$ cat src/hdl/mbs_defs.vh
// constants for the ascii status-register responder
`ifndef MBS_DEFS_VH
`define MBS_DEFS_VH
// framing characters
`define MBS_CHAR_COLON 8'h3A
`define MBS_CHAR_CR 8'h0D
`define MBS_CHAR_LF 8'h0A
// protocol field values
`define MBS_FUNC_READ 8'h03
`define MBS_BYTE_COUNT 8'h02
`define MBS_REG_COUNT 16'h0001
`define MBS_ADDR_MIN 8'h01
`define MBS_ADDR_MAX 8'h10
// register offsets
`define MBS_REG_POS 16'h9014
`define MBS_REG_EXP 16'h9015
// field positions
`define MBS_POS_LSB 0
`define MBS_POS_MSB 9
`define MBS_EXP_FLAG8 8
`define MBS_EXP_FLAG11 11
// frame sizes
`define MBS_QUERY_BYTES 4'h7
`define MBS_RESP_CHARS 4'hF
`define MBS_RESP_LAST 4'hE
`endif

$ cat src/hdl/mbs_lrc.v
// eight-bit longitudinal check accumulator
`timescale 1ns/100ps
`default_nettype none
module mbs_lrc
(
  input wire clk_in,
  input wire arst_n_in,
  input wire clear_in,
  input wire add_in,
  input wire [7:0] byte_in,
  output reg [7:0] sum_out
);
  // carries are dropped, sum stays eight bits
  always @(posedge clk_in or negedge arst_n_in)
  begin
    if (!arst_n_in)
      sum_out <= 8'h00;
    else if (clear_in)
      sum_out <= 8'h00;
    else if (add_in)
      sum_out <= sum_out + byte_in;
  end
endmodule
`default_nettype wire

$ cat src/hdl/mbs_tx.v
// response frame serializer: fifteen ascii characters
`timescale 1ns/100ps
`default_nettype none
`include "mbs_defs.vh"
module mbs_tx
(
  input wire clk_in,
  input wire arst_n_in,
  input wire start_in,
  input wire [7:0] addr_in,
  input wire [15:0] data_in,
  input wire ready_in,
  output reg [7:0] char_out,
  output reg valid_out,
  output reg done_out
);
  reg [3:0] idx;
  reg [7:0] addr;
  reg [15:0] data;
  reg [7:0] lrc;
  reg [7:0] next_char;
  wire [3:0] nxt_idx;
  localparam [7:0] FUNC_CODE = `MBS_FUNC_READ;
  localparam [7:0] BYTE_CODE = `MBS_BYTE_COUNT;

  function [7:0] nib2hex;
    input [3:0] n;
    begin
      nib2hex = (n < 4'hA) ? (8'h30 + {4'h0, n}) : (8'h37 + {4'h0, n});
    end
  endfunction

  assign nxt_idx = idx + 4'h1;

  // character for the slot after the current one
  always @*
  begin
    case (nxt_idx)
      4'h1: next_char = nib2hex(addr[7:4]);
      4'h2: next_char = nib2hex(addr[3:0]);
      4'h3: next_char = nib2hex(FUNC_CODE[7:4]);
      4'h4: next_char = nib2hex(FUNC_CODE[3:0]);
      4'h5: next_char = nib2hex(BYTE_CODE[7:4]);
      4'h6: next_char = nib2hex(BYTE_CODE[3:0]);
      4'h7: next_char = nib2hex(data[15:12]);
      4'h8: next_char = nib2hex(data[11:8]);
      4'h9: next_char = nib2hex(data[7:4]);
      4'hA: next_char = nib2hex(data[3:0]);
      4'hB: next_char = nib2hex(lrc[7:4]);
      4'hC: next_char = nib2hex(lrc[3:0]);
      4'hD: next_char = `MBS_CHAR_CR;
      4'hE: next_char = `MBS_CHAR_LF;
      default: next_char = `MBS_CHAR_COLON;
    endcase
  end

  always @(posedge clk_in or negedge arst_n_in)
  begin
    if (!arst_n_in)
    begin
      idx <= 4'h0;
      addr <= 8'h00;
      data <= 16'h0000;
      lrc <= 8'h00;
      char_out <= 8'h00;
      valid_out <= 1'b0;
      done_out <= 1'b0;
    end
    else
    begin
      done_out <= 1'b0;
      if (start_in && !valid_out)
      begin
        idx <= 4'h0;
        addr <= addr_in;
        data <= data_in;
        lrc <= 8'h00 - (addr_in + `MBS_FUNC_READ + `MBS_BYTE_COUNT + data_in[15:8]
          + data_in[7:0]);
        char_out <= `MBS_CHAR_COLON;
        valid_out <= 1'b1;
      end
      else if (valid_out && ready_in)
      begin
        if (idx == `MBS_RESP_LAST)
        begin
          valid_out <= 1'b0;
          done_out <= 1'b1;
        end
        else
        begin
          idx <= nxt_idx;
          char_out <= next_char;
        end
      end
    end
  end
endmodule
`default_nettype wire

$ cat src/hdl/mbs_reader.v
// ascii register-read responder for two status words
`timescale 1ns/100ps
`default_nettype none
`include "mbs_defs.vh"
module mbs_reader
(
  input wire CLK_IN,
  input wire ARST_N_IN,
  input wire [7:0] RX_CHAR_IN,
  input wire RX_VALID_IN,
  output wire [7:0] TX_CHAR_OUT,
  output wire TX_VALID_OUT,
  input wire TX_READY_IN,
  input wire [3:0] AXIS_NUMBER_IN,
  input wire [9:0] POSITION_COMPLETE_NUMBER_IN,
  input wire EXPANSION_FLAG_BIT8_IN,
  input wire EXPANSION_FLAG_BIT11_IN,
  output wire BUSY_OUT,
  output reg FRAME_DROP_OUT
);
  localparam [2:0] ST_IDLE = 3'h0;
  localparam [2:0] ST_HI = 3'h1;
  localparam [2:0] ST_LO = 3'h2;
  localparam [2:0] ST_LF = 3'h3;
  localparam [2:0] ST_SEND = 3'h4;

  reg [2:0] state;
  reg [2:0] next_state;
  reg [55:0] frame;
  reg [3:0] nbytes;
  reg [3:0] hinib;
  reg tx_start;
  reg [7:0] tx_addr;
  reg [15:0] tx_data;
  reg next_drop;
  reg next_start;
  reg lrc_clear;
  reg lrc_add;

  wire [7:0] lrc_sum;
  wire tx_done;
  wire rx_is_hex;
  wire [3:0] rx_nib;
  wire [7:0] rx_byte;
  wire [7:0] own_addr;
  wire [7:0] q_addr;
  wire [7:0] q_func;
  wire [15:0] q_start;
  wire [15:0] q_count;
  wire hit_pos;
  wire hit_exp;
  wire frame_ok;
  wire [15:0] pos_word;
  wire [15:0] exp_word;

  // accepts upper and lower case hex digits
  function is_hex;
    input [7:0] c;
    begin
      is_hex = ((c >= 8'h30) && (c <= 8'h39)) || ((c >= 8'h41) && (c <= 8'h46))
        || ((c >= 8'h61) && (c <= 8'h66));
    end
  endfunction

  function [3:0] hex2nib;
    input [7:0] c;
    begin
      if (c <= 8'h39)
        hex2nib = c[3:0];
      else
        hex2nib = c[3:0] + 4'h9;
    end
  endfunction

  assign rx_is_hex = is_hex(RX_CHAR_IN);
  assign rx_nib = hex2nib(RX_CHAR_IN);
  assign rx_byte = {hinib, rx_nib};

  // axis 0..15 maps onto addresses 01..10 hex
  assign own_addr = {4'h0, AXIS_NUMBER_IN} + `MBS_ADDR_MIN;

  // query bytes in arrival order: address, function, start, count, check
  assign q_addr = frame[55:48];
  assign q_func = frame[47:40];
  assign q_start = frame[39:24];
  assign q_count = frame[23:8];

  assign hit_pos = (q_start == `MBS_REG_POS) && (q_count == `MBS_REG_COUNT);
  assign hit_exp = (q_start == `MBS_REG_EXP) && (q_count == `MBS_REG_COUNT);

  // check byte included, so a good frame sums to zero
  assign frame_ok = (nbytes == `MBS_QUERY_BYTES) && (lrc_sum == 8'h00)
    && (q_addr == own_addr) && (own_addr <= `MBS_ADDR_MAX)
    && (q_func == `MBS_FUNC_READ) && (hit_pos || hit_exp);

  // status words, unused bits tied low
  assign pos_word = {6'h00, POSITION_COMPLETE_NUMBER_IN[`MBS_POS_MSB-`MBS_POS_LSB:0]};
  assign exp_word = {4'h0, EXPANSION_FLAG_BIT11_IN, 2'h0, EXPANSION_FLAG_BIT8_IN,
    8'h00};

  assign BUSY_OUT = (state == ST_SEND);

  mbs_lrc u_lrc
  (
    .clk_in(CLK_IN),
    .arst_n_in(ARST_N_IN),
    .clear_in(lrc_clear),
    .add_in(lrc_add),
    .byte_in(rx_byte),
    .sum_out(lrc_sum)
  );

  mbs_tx u_tx
  (
    .clk_in(CLK_IN),
    .arst_n_in(ARST_N_IN),
    .start_in(tx_start),
    .addr_in(tx_addr),
    .data_in(tx_data),
    .ready_in(TX_READY_IN),
    .char_out(TX_CHAR_OUT),
    .valid_out(TX_VALID_OUT),
    .done_out(tx_done)
  );

  // receive sequencing; characters arriving while answering are ignored
  always @*
  begin
    next_state = state;
    next_drop = 1'b0;
    next_start = 1'b0;
    lrc_clear = 1'b0;
    lrc_add = 1'b0;
    if (state == ST_SEND)
    begin
      if (tx_done)
        next_state = ST_IDLE;
    end
    else if (RX_VALID_IN)
    begin
      if (RX_CHAR_IN == `MBS_CHAR_COLON)
      begin
        next_state = ST_HI;
        lrc_clear = 1'b1;
        if (state != ST_IDLE)
          next_drop = 1'b1;
      end
      else
      begin
        case (state)
          ST_HI:
          begin
            if (rx_is_hex)
              next_state = ST_LO;
            else if (RX_CHAR_IN == `MBS_CHAR_CR)
              next_state = ST_LF;
            else
            begin
              next_state = ST_IDLE;
              next_drop = 1'b1;
            end
          end
          ST_LO:
          begin
            if (rx_is_hex)
            begin
              next_state = ST_HI;
              lrc_add = 1'b1;
            end
            else
            begin
              next_state = ST_IDLE;
              next_drop = 1'b1;
            end
          end
          ST_LF:
          begin
            if ((RX_CHAR_IN == `MBS_CHAR_LF) && frame_ok)
            begin
              next_state = ST_SEND;
              next_start = 1'b1;
            end
            else
            begin
              next_state = ST_IDLE;
              next_drop = 1'b1;
            end
          end
          default:
            next_state = ST_IDLE;
        endcase
      end
    end
  end

  always @(posedge CLK_IN or negedge ARST_N_IN)
  begin
    if (!ARST_N_IN)
    begin
      state <= ST_IDLE;
      frame <= 56'h0;
      nbytes <= 4'h0;
      hinib <= 4'h0;
      tx_start <= 1'b0;
      tx_addr <= 8'h00;
      tx_data <= 16'h0000;
      FRAME_DROP_OUT <= 1'b0;
    end
    else
    begin
      state <= next_state;
      tx_start <= next_start;
      FRAME_DROP_OUT <= next_drop;
      if (lrc_clear)
        nbytes <= 4'h0;
      if (RX_VALID_IN && (state == ST_HI) && rx_is_hex)
        hinib <= rx_nib;
      if (lrc_add)
      begin
        frame <= {frame[47:0], rx_byte};
        // saturate so overlong queries stay rejected
        if (nbytes != 4'hF)
          nbytes <= nbytes + 4'h1;
      end
      if (next_start)
      begin
        tx_addr <= own_addr;
        tx_data <= hit_pos ? pos_word : exp_word;
      end
    end
  end
endmodule
`default_nettype wire

$ cat config.mk
export PLATFORM = sky130hd
export DESIGN_NAME = mbs_reader
export DESIGN_NICKNAME = d
export VERILOG_FILES = /design/src/hdl/mbs_lrc.v /design/src/hdl/mbs_tx.v /design/src/hdl/mbs_reader.v
export VERILOG_INCLUDE_DIRS = /design/src /design/src/hdl
export SDC_FILE = /design/constraint.sdc
export NUM_CORES = 1
export LEC_CHECK = 0
export BUFFER_PORTS_ARGS = -buffer_cell sky130_fd_sc_hd__buf_2
export CAP_MARGIN = 20
export CELL_PAD_IN_SITES_DETAIL_PLACEMENT = 0
export CELL_PAD_IN_SITES_GLOBAL_PLACEMENT = 1
export CORE_ASPECT_RATIO = 0.9
export CORE_UTILIZATION = 44
export DETAILED_ROUTE_END_ITERATION = 10
export GPL_ROUTABILITY_DRIVEN = 1
export PLACE_DENSITY = 0.85
export SETUP_SLACK_MARGIN = 0.4
export SLEW_MARGIN = 20
export SYNTH_ARGS = -nofsm -noshare
export SYNTH_HDL_FRONTEND = slang
export SYNTH_SLANG_ARGS = --single-unit
$ cat constraint.sdc
create_clock -name CLK_IN -period 6.8 [get_ports CLK_IN]
set_input_delay 0.34 -clock CLK_IN [delete_from_list [all_inputs] [get_ports CLK_IN]]
set_output_delay 0.34 -clock CLK_IN [all_outputs]
set_load 0.005 [all_outputs]
==> flow_summary.yaml, run 1 <==
synthesis:
  synth_top_cells_by_area: "dfrtp_1 (44%), mux2_1 (7.9%), ha_1 (5.1%), nand2_1 (4.5%), mux2i_1 (3.1%)"
  yosysSeqAreaShare: 0.441
  synth_edf_count: 0
  synth_top_area_share: 0.441
  syn_inst: 723
  synth.net_count: 787
  synth_top_cell_by_area: "dfrtp_1"
  synth_cell_types: 70
  synth_warnings: 0
  syn_area_per_cell_um2: 10.2
  synthTopCellsByCount: "dfrtp_1 (130), nand2_1 (89), inv_1 (60)"
  ys_ff_latch: 130
  synth.cell_area_um2: 7380
  async_flop_share: 1.00
  synth-main-ff-cell: "dfrtp_1"
  yosysMostFrequentCell: "dfrtp_1"
worst_setup_path:
  r2r_start: "nbytes[3]"
  rrSetupSlack_ns: 3.75
  cp-start-kind: "primary input"
  crit_fanout: 6
  worst_r2r_endpoint: "tx_data[11]"
  endpoint_kind: "flop"
  worstPathArrival_ns: 3.40
  r2r_cells: 5
  path_class: "in -> reg"
  required_ns: 7.14
clocking:
  cts_buffers: 17
  cts_tree: "done"
  clock_latency_ns: 0.42
  cts_resized: 0
  clk_pin_slew_worst_paths_ns: 0.06
  post_cts_buffers: 0
  root_buffer: "clkbuf_16"
  ctsLongestPathBuffers: 2
  cts_max_level: 4
  cts_sinks: 130
  cts_hold_buf: 1
die:
  io_pins: 39
  fp.dieW_um: 139
  rows: 44
  die_y_um: 125
  core_area_um2: 16200
  dieArea_um2: 17300
  start_util: 0.454
sta:
  slew_headroom: 0.406
  tightest_slew_ns: 0.890
  layout_min_cycle_time_ns: 3.06
  clock_skew_ns: 0.00817
  rsz0062_at_grt: "no"
  setup_viol_count_final: 0
  finalWorstSetupSlack_ns: 3.74
  final.period_utilization: 0.450
  hold_slack_ns: 0.154
  finalHoldViolCount: 0
  drv_slew: 0
  setup_tns_ns: 0
  max_freq_mhz: 327
detailed_routing:
  drt-pass1-iter-count: 8
  ant_nets: 0
  viasPerCell: 5.68
  drtIter0Drc: 381
  vias: 5535
  wirelength_mm: 16.6
  drc_errors: 4
  wire_per_inst_um: 17.1
status:
  status: "complete, but fails checks"
  violations: "design-rule violations"
grt:
  grt_pass1_wl_mm: 28.4
  grt_max_degree: 74
  grt_pass1_vias: 5746
  overflow: 0
  track_usage: 0.207
  antenna_found_initial: 0
run:
  drv_cap: 0
pwr:
  p_leak_nw: 4.09
  max-vdd-ir-drop_uv: 178
  p_per_area_nw_per_um2: 260
finish:
  utilization: 0.512
  instances_no_fill: 975
  layout-drive-gt1-share: 0.129
  diodes: 0
  num-nets-final: 819
  syn_to_final_growth_pct: 12.7
placed_design:
  dpl.hpwl_mm: 12.0
  dp_slack_ns: 3.34
  gp_congestion: 0.929
  io_buffers: 37
  dp.cells: 942
worst_hold_path:
  min_path_cells: 3
  min_to: "tx_data[7]"
  hold_path.class: "in -> reg"
  worstHoldStart: "POSITION_COMPLETE_NUMBER_IN[7]"
-- final cells by class --
class | count | area, um^2
Fill cell | 1457 | 7930
Multi-Input combinational cell | 505 | 3760
Sequential cell | 130 | 3250
Clock buffer | 17 | 425
Tap cell | 207 | 259
Inverter | 60 | 225
Timing Repair Buffer | 41 | 220
Clock inverter | 15 | 168
-- where the power goes --
group	leakage [nW]	total [mW]	internal, mW	switching, mW
sequential	1.73	0.858	0.803	0.0553
combinational	2.07	0.386	0.152	0.234
clock	0.292	0.921	0.524	0.397
-- placed cells by master, fill, tap and decap left out, types with 5 or more instances in the layout --
master     Yosys  layout
dfrtp_1      130     130
nand2_1       89      89
inv_1         60      60
mux2_1        52      52
o21ai_0       45      45
buf_2          1      36
ha_1          30      30
nand3_1       23      23
mux2i_1       23      23
nor2_1        20      20
a21oi_1       19      19
clkbuf_16      0      17
xnor2_1       16      16
nor2b_1       13      13
mux2_2        13      13
nor4_1        11      11
nor3_1        10      10
nand4_1        8       8
xor2_1         7       7
o211ai_1       7       7
a21o_1         7       7
nor3b_1        6       6
a31oi_1        6       6
fa_1           6       6
inv_6          0       5
inv_8          0       5
-- per-layer routing --
layer  share of wire  track usage
met5               0            0
met1            0.44        0.257
met3           0.035       0.0454
met4           0.021       0.0760
met2            0.50        0.354
-- worst max-delay path by stage --
| stage | startpoint | slack [ns] | end |
|---|---|---|---|
| after global placement | RX_CHAR_IN[1] | 3.64 | u_lrc.sum_out[6] |
| after detailed placement | RX_CHAR_IN[1] | 3.34 | u_lrc.sum_out[6] |
| after CTS | RX_CHAR_IN[1] | 3.75 | u_lrc.sum_out[6] |
| after global routing | RX_CHAR_IN[1] | 3.45 | u_lrc.sum_out[6] |
| final | RX_CHAR_IN[1] | 3.74 | u_lrc.sum_out[6] |
| after floorplan | RX_CHAR_IN[1] | 3.99 | u_lrc.sum_out[6] |
-- critical path, stage by stage --
cell,delay [ns]
buf_2,0.13
inv_1,0.10
ha_1,0.23
o21bai_1,0.10
a311o_1,0.44
xnor2_1,0.33
ha_1,0.24
inv_1,0.06
fa_1,0.43
nor2b_1,0.13
o21ai_0,0.15
a2111oi_0,0.48
a211oi_1,0.09
mux2i_1,0.13
-- flip-flops by register name, summed over array words and instances (netlist names), 5 cells and up --
register / flops
frame: 56
tx_addr: 5
tx_data: 11
u_lrc.sum_out: 8
u_tx.addr: 5
u_tx.char_out: 7
u_tx.data: 11
u_tx.lrc: 8
-- logic make-up (layout without fill, tap and decap cells) --
| logic type | Yosys count | count (layout) | share of synthesized area |
|---|---|---|---|
| compound gates | 138 | 138 | 0.127 |
| xor+xnor | 23 | 23 | 0.0273 |
| fa+ha+maj | 36 | 36 | 0.0672 |
| buf+inv | 88 | 133 | 0.0490 |
| flops | 130 | 130 | 0.441 |
| mux | 88 | 88 | 0.130 |
| other cells | 1 | 1 | 0.000508 |
| simple gates | 219 | 219 | 0.158 |
-- through the flow --
stage                     instance area, um^2  power (mW)
after floorplan                          7380        1.13
after global placement                   7710        1.24
after detailed placement                 7710        1.25
after CTS                                8310        2.18
after global routing                     8310        2.27
final                                    8310        2.16
Power figures use the tool's default switching activity.
==> inputs of run 2 (changes only) <==
--- a/config.mk
+++ b/config.mk
@@ -14,7 +14,7 @@
 export CORE_UTILIZATION = 44
 export DETAILED_ROUTE_END_ITERATION = 10
 export GPL_ROUTABILITY_DRIVEN = 1
-export PLACE_DENSITY = 0.85
+export PLACE_DENSITY = 0.88
 export SETUP_SLACK_MARGIN = 0.4
 export SLEW_MARGIN = 20
 export SYNTH_ARGS = -nofsm -noshare
==> constraint.sdc (replaced) <==
create_clock -name CLK_IN -period 2.5 [get_ports CLK_IN]
set_input_delay 0.125 -clock CLK_IN [delete_from_list [all_inputs] [get_ports CLK_IN]]
set_output_delay 0.125 -clock CLK_IN [all_outputs]
set_load 0.005 [all_outputs]
==> run 2 against run 1 <==
- the run still ends with design-rule violations left
- design area rose by 13%
- global-route usage up 0.44 points
- via count grew 4.1%
- first-iteration DRC count down 7.3%
- register-to-register slack got worse by 3.5 ns
- sequential power grew to 2.7 times the previous value
- sequential share of layout area is 4.4 points lower
- clock power grew to 2.9 times the previous value
- total power rose to 2.9 times the previous value
- worst setup slack worse by 3.5 ns
- core utilization up 6.6 points
- combinational power grew to 3.5 times the previous value
==> flow_summary.yaml, run 2 (synthesis results as in run 1) <==
die:
  dieArea_um2: 17300
  rows: 44
  core_area_um2: 16200
  start_util: 0.454
  die_y_um: 125
  io_pins: 39
  fp.dieW_um: 139
clocking:
  cts_max_level: 4
  cts_sinks: 130
  cts_buffers: 17
  clk_pin_slew_worst_paths_ns: 0.06
  cts_tree: "done"
  clock_latency_ns: 0.42
  root_buffer: "clkbuf_16"
  ctsLongestPathBuffers: 2
finish:
  layout-drive-gt1-share: 0.257
  multi_input_area_um2: 4100
  fill_cells: 1343
  diodes: 0
  num-nets-final: 893
  final_area_um2: 9380
  top_register: "frame"
  reg_top3: "frame x56, tx_data x11, u_tx.data x11"
  final_cell_mix: "dfrtp_1 (127), nand2_1 (88), buf_4 (57), inv_1 (53), mux2_1 (52)"
  largest_register_ffs: 56
  ff_latch_area_um2: 3260
  utilization: 0.578
  layout_commonest_cell: "dfrtp_1"
  syn_to_final_growth_pct: 27.2
  instances_no_fill: 1049
sta:
  clock_skew_ns: 0.00728
  finalWorstSetupSlack_ns: 0.207
  final.period_utilization: 0.917
  tightest_slew_ns: 0.834
  layout_min_cycle_time_ns: 2.29
  drv_slew: 0
  slew_headroom: 0.443
  setup_viol_count_final: 0
  max_freq_mhz: 436
  rsz0062_at_grt: "yes"
  finalHoldViolCount: 0
worst_setup_path:
  max_stage_delay_ns: 0.39
  slowest_stage: "fa_2"
  cp_num_buf_inv: 3
  crit_chain: "inv_2 -> fa_2 -> fa_2 -> ha_4 -> inv_2 -> fa_2 -> inv_2 -> a21o_1 -> a21oi_2 -> xor2_1 -> o21ai_1"
  endpoint_kind: "flop"
  required_ns: 2.80
  crit_fanout: 3
  path_class: "reg -> reg"
  cp-start-kind: "flop"
  worstPathArrival_ns: 2.59
  crit_family: "adder cells"
detailed_routing:
  drtIter0Drc: 353
  drt-pass1-iter-count: 8
  wirelength_mm: 17.3
  vias: 5764
  viasPerCell: 5.49
  wire_per_inst_um: 16.5
  drc_errors: 6
  ant_nets: 0
pwr:
  switching_power_mw: 1.89
  swShare: 0.300
  power_frac_comb: 0.213
  p_per_area_nw_per_um2: 673
  sequentialPowerShare: 0.364
  max-vdd-ir-drop_uv: 543
  power_frac_clock: 0.423
  p_leak_nw: 4.52
  p_int_mw: 4.42
placed_design:
  dpl_cell_area_um2: 8140
  dp_slack_ns: -0.0988
  gp_congestion: 0.873
  dp.cells: 980
  io_buffers: 37
  dpl.hpwl_mm: 12.0
status:
  status: "complete, but fails checks"
  violations: "design-rule violations"
grt:
  grt_max_degree: 58
  track_usage: 0.212
  use_met2: 0.343
  overflow: 0
  grtUsageMet1: 0.276
  gr-usage-met3: 0.0523
  antenna_found_initial: 0
  busiest_layer: "met2"
  grt_pass1_wl_mm: 29.0
  grt_pass1_vias: 5739
worst_hold_path:
  hold_path.class: "in -> reg"
run:
  drv_cap: 0
[run 2: area by class of cell]
type                       count  share of cell area
clock inverter                14              0.0205
timing repair buffer         115              0.0953
clock buffer                  18              0.0468
sequential                   130               0.347
inverter                      60              0.0253
tap                          207              0.0276
multi-input combinational    505               0.437
[run 2: metrics by stage]
step / power, mW / setup TNS (ns) / hold WS [ns]
after global placement: 3.48 / -0.00152 / 0.0974
after detailed placement: 3.49 / -0.181 / 0.0984
after CTS: 6.21 / 0 / 0.0404
after floorplan: 3.08 / 0 / -0.171
final: 6.32 / 0 / 0.0378
after global routing: 6.62 / 0 / 0.0483
[run 2: path summary, 6_finish.rpt]
kind	startpoint	endpoint	slack [ns]	depth (start not counted)
worst max-delay path	tx_data[0]	u_tx.lrc[6]	0.21	11
worst min-delay path	EXPANSION_FLAG_BIT8_IN	tx_data[8]	0.04	3
worst max register to register	tx_data[0]	u_tx.lrc[6]	0.21	11
worst min register to register	u_tx.char_out[6]	u_tx.char_out[6]	0.48	2
max in group asynchronous	ARST_N_IN	tx_addr[3]	1.58	3
min in group asynchronous	ARST_N_IN	FRAME_DROP_OUT	0.20	2
[run 2: worst min-delay path, cell delays in order]
cell and delay, ns:
buf_2 0.10, mux2i_4 0.07, mux2i_1 0.12
[run 2: repair_timing]
action,4_1_cts,5_1_grt
buffers inserted,7,17
pin swaps,11,31
endpoints found under the setup margin,23,30
hold endpoints to repair,58,0
resized for setup,19,43
hold buffers,13,0
[run 2: per-layer routing]
metal / routed length [um] / vias to the layer above
met3: 693 / 26
li1: - / 2817
met4: 375 / 0
met1: 7980 / 2811
met2: 8240 / 110
met5: 0 / -
[run 2: power by group through the flow]
| stage | clock (mW) | sequential, mW | combinational (mW) |
|---|---|---|---|
| global placement | 0 | 2.35 | 1.13 |
| floorplan | 0 | 2.27 | 0.814 |
| CTS | 2.69 | 2.32 | 1.20 |
| detailed placement | 0 | 2.35 | 1.14 |
| global route | 2.80 | 2.32 | 1.50 |
| finish | 2.67 | 2.30 | 1.35 |
==> inputs of run 3 (changes only) <==
--- a/config.mk
+++ b/config.mk
@@ -6,12 +6,13 @@
 export SDC_FILE = /design/constraint.sdc
 export NUM_CORES = 1
 export LEC_CHECK = 0
+export ABC_AREA = 1
 export BUFFER_PORTS_ARGS = -buffer_cell sky130_fd_sc_hd__buf_2
 export CAP_MARGIN = 20
 export CELL_PAD_IN_SITES_DETAIL_PLACEMENT = 0
 export CELL_PAD_IN_SITES_GLOBAL_PLACEMENT = 1
 export CORE_ASPECT_RATIO = 0.9
-export CORE_UTILIZATION = 44
+export CORE_UTILIZATION = 41
 export DETAILED_ROUTE_END_ITERATION = 10
 export GPL_ROUTABILITY_DRIVEN = 1
 export PLACE_DENSITY = 0.88
==> run 3 against run 2 <==
- the run now ends clean
- clock power fell by 12%
- sequential power fell by 2%
- combinational power fell by 21%
- global-route usage fell by 1.1 points
- sequential cell count did not move
- worst setup slack improved by 0.14 ns
- count of clock-buffer cells in the layout did not move
- design area fell by 7.6%
- worst hold slack got worse by 0.014 ns
- first-iteration DRC count rose by 5.9%
==> flow_summary.yaml, run 3 <==
status:
  status: "finished clean"
synthesis:
  yosysSeqAreaShare: 0.444
  async_flop_share: 1.00
  synth_warnings: 0
  synth.cell_area_um2: 7320
  synth_top_family_by_area: "simple AND/OR/NAND/NOR gates"
  ys_ff_latch: 130
  synth_edf_count: 0
  synth-main-ff-cell: "dfrtp_1"
  syn_area_per_cell_um2: 7.57
  syn_inst: 968
  synthSimpleGateAreaFrac: 0.277
  synth_top_cells_by_area: "dfrtp_1 (44%), nand2_1 (16%), inv_1 (5.9%), o21ai_0 (5.7%), ha_1 (5.1%)"
  synth.net_count: 1032
  synth_compound_area_frac: 0.107
  synth_xor_area_frac: 0.0144
  synthAdderAreaFrac: 0.0677
  synth_cell_types: 42
  synth_top_cell_by_area: "dfrtp_1"
  synthTopCellsByCount: "nand2_1 (304), dfrtp_1 (130), inv_1 (115)"
  synthMuxAreaShare: 0
  yosysMostFrequentCell: "nand2_1"
  synth_top_area_share: 0.444
clocking:
  root_buffer: "clkbuf_16"
  cts_max_level: 4
  cts_sinks: 130
  cts_buffers: 17
  clock_latency_ns: 0.43
  cts_tree: "done"
  clk_pin_slew_worst_paths_ns: 0.06
  ctsLongestPathBuffers: 2
detailed_routing:
  wire_per_inst_um: 13.2
  viasPerCell: 4.80
  vias: 6135
  drtIter0Drc: 374
  wirelength_mm: 16.9
  ant_nets: 0
  drt-pass1-iter-count: 5
  drc_errors: 0
finish:
  largest_register_ffs: 56
  reg_top3: "frame x56, tx_data x11, u_tx.data x11"
  diodes: 0
  final_cell_mix: "nand2_1 (297), dfrtp_1 (128), inv_1 (108), nor2_1 (94), o21ai_0 (79)"
  top_register: "frame"
  layout-drive-gt1-share: 0.149
  num-nets-final: 1095
  multi_input_area_um2: 3590
  ff_latch_area_um2: 3260
  layout_commonest_cell: "nand2_1"
  syn_to_final_growth_pct: 18.3
  final_area_um2: 8670
  fill_cells: 1702
  instances_no_fill: 1279
pwr:
  max-vdd-ir-drop_uv: 589
  p_per_area_nw_per_um2: 656
  p_leak_nw: 4.30
sta:
  finalHoldViolCount: 0
  layout_min_cycle_time_ns: 2.15
  clock_skew_ns: 0.00922
  drv_slew: 0
  rsz0062_at_grt: "yes"
  max_freq_mhz: 465
  setup_tns_ns: 0
  slew_headroom: 0.606
  setup_viol_count_final: 0
  final.period_utilization: 0.859
  tightest_slew_ns: 0.591
worst_hold_path:
  hold_path.class: "in -> reg"
  worstHoldStart: "AXIS_NUMBER_IN[0]"
placed_design:
  dpl.hpwl_mm: 11.8
  io_buffers: 37
  gp_congestion: 0.864
  dp.cells: 1221
  dpl_cell_area_um2: 7730
worst_setup_path:
  path_class: "reg -> reg"
  endpoint_kind: "flop"
  r2r_start: "tx_data[9]"
  crit_start: "tx_data[9]"
  worstPathArrival_ns: 2.45
  cp-start-kind: "flop"
  required_ns: 2.80
  crit_fanout: 3
grt:
  antenna_found_initial: 0
  overflow: 0
  grt_pass1_wl_mm: 28.7
  grt_max_degree: 77
  track_usage: 0.200
  grt_pass1_vias: 5998
die:
  core_area_um2: 17200
  io_pins: 39
  die_y_um: 129
  rows: 45
  start_util: 0.426
  dieArea_um2: 18400
  fp.dieW_um: 143
run:
  drv_cap: 0
==> run 3: changes by cell type after synthesis, moves of 10 or more <==
cell | before | now
mux2_1 | 52 | 0
o21ai_0 | 45 | 84
xnor2_1 | 16 | 3
nor2_1 | 20 | 97
nor2b_1 | 13 | 0
nand3_1 | 23 | 50
clkbuf_1 | 19 | 8
mux2_2 | 13 | 0
nor4_1 | 11 | 1
mux2i_1 | 23 | 0
o21ai_1 | 0 | 34
inv_1 | 60 | 115
nand2_1 | 89 | 304
==> run 3: area by class of cell <==
cell class                      count  area share
Sequential cell                   130       0.376
Clock buffer                       18      0.0507
Inverter                          125      0.0547
Multi-Input combinational cell    687       0.414
Clock inverter                     14      0.0139
Timing Repair Buffer               70      0.0573
Tap cell                          235      0.0339
==> run 3: cell families (layout without fill, tap and decap cells) <==
kind of cell,Yosys count,count (layout)
compound gates,149,149
xor+xnor,12,12
fa+ha+maj,36,36
buf+inv,151,227
flops,130,130
other cells,1,1
simple gates,489,489
==> run 3: where the power goes <==
group	switching, mW	internal [mW]	total (mW)	leakage (nW)
Sequential	0.0731	2.19	2.26	1.69
Combinational	0.693	0.372	1.07	2.34
Clock	1.03	1.32	2.36	0.268
Total	1.80	3.89	5.69	4.30
==> run 3: path summary, 6_finish.rpt <==
check | end | slack [ns] | cells after the start
min in group asynchronous | tx_data[4] | 0.24 | 2
worst max register to register | u_tx.lrc[4] | 0.35 | 10
worst max-delay path | u_tx.lrc[4] | 0.35 | 10
worst min-delay path | tx_addr[0] | 0.02 | 2
worst min register to register | frame[9] | 0.47 | 2
max in group asynchronous | frame[6] | 1.46 | 3
==> run 3: timing repair <==
action / CTS / global route
pin swaps: 11 / 12
endpoints found under the hold margin: 72 / 0
hold buffers: 12 / 0
setup endpoints to repair: 4 / 37
gates resized for setup: 21 / 29
setup buffers: 6 / 8
==> run 3: critical path, stage by stage, from the launching register on <==
cell	delay [ns]
dfrtp_1	0.44
ha_4	0.17
inv_2	0.03
fa_1	0.54
ha_4	0.16
inv_2	0.04
fa_2	0.33
inv_2	0.08
a21oi_1	0.06
o21ai_1	0.09
o21ai_1	0.08
==> run 3: per-layer routing <==
| metal | track usage | wire length (um) |
|---|---|---|
| met5 | 0 | 0 |
| met4 | 0.0639 | 316 |
| met3 | 0.0428 | 515 |
| met2 | 0.330 | 8010 |
| met1 | 0.263 | 8040 |
==> run 3: metrics by stage <==
| stage | total power, mW | setup slack, ns | utilization | hold WS (ns) |
|---|---|---|---|---|
| floorplan | 3.00 | 0.415 | - | -0.171 |
| global placement | 3.29 | 0.109 | 0.450 | 0.151 |
| detailed placement | 3.29 | 0.0136 | 0.450 | 0.151 |
| CTS | 5.69 | 0.314 | 0.496 | 0.0101 |
| global route | 6.00 | 0.268 | 0.505 | 0.0207 |
| finish | 5.69 | 0.351 | 0.505 | 0.0235 |
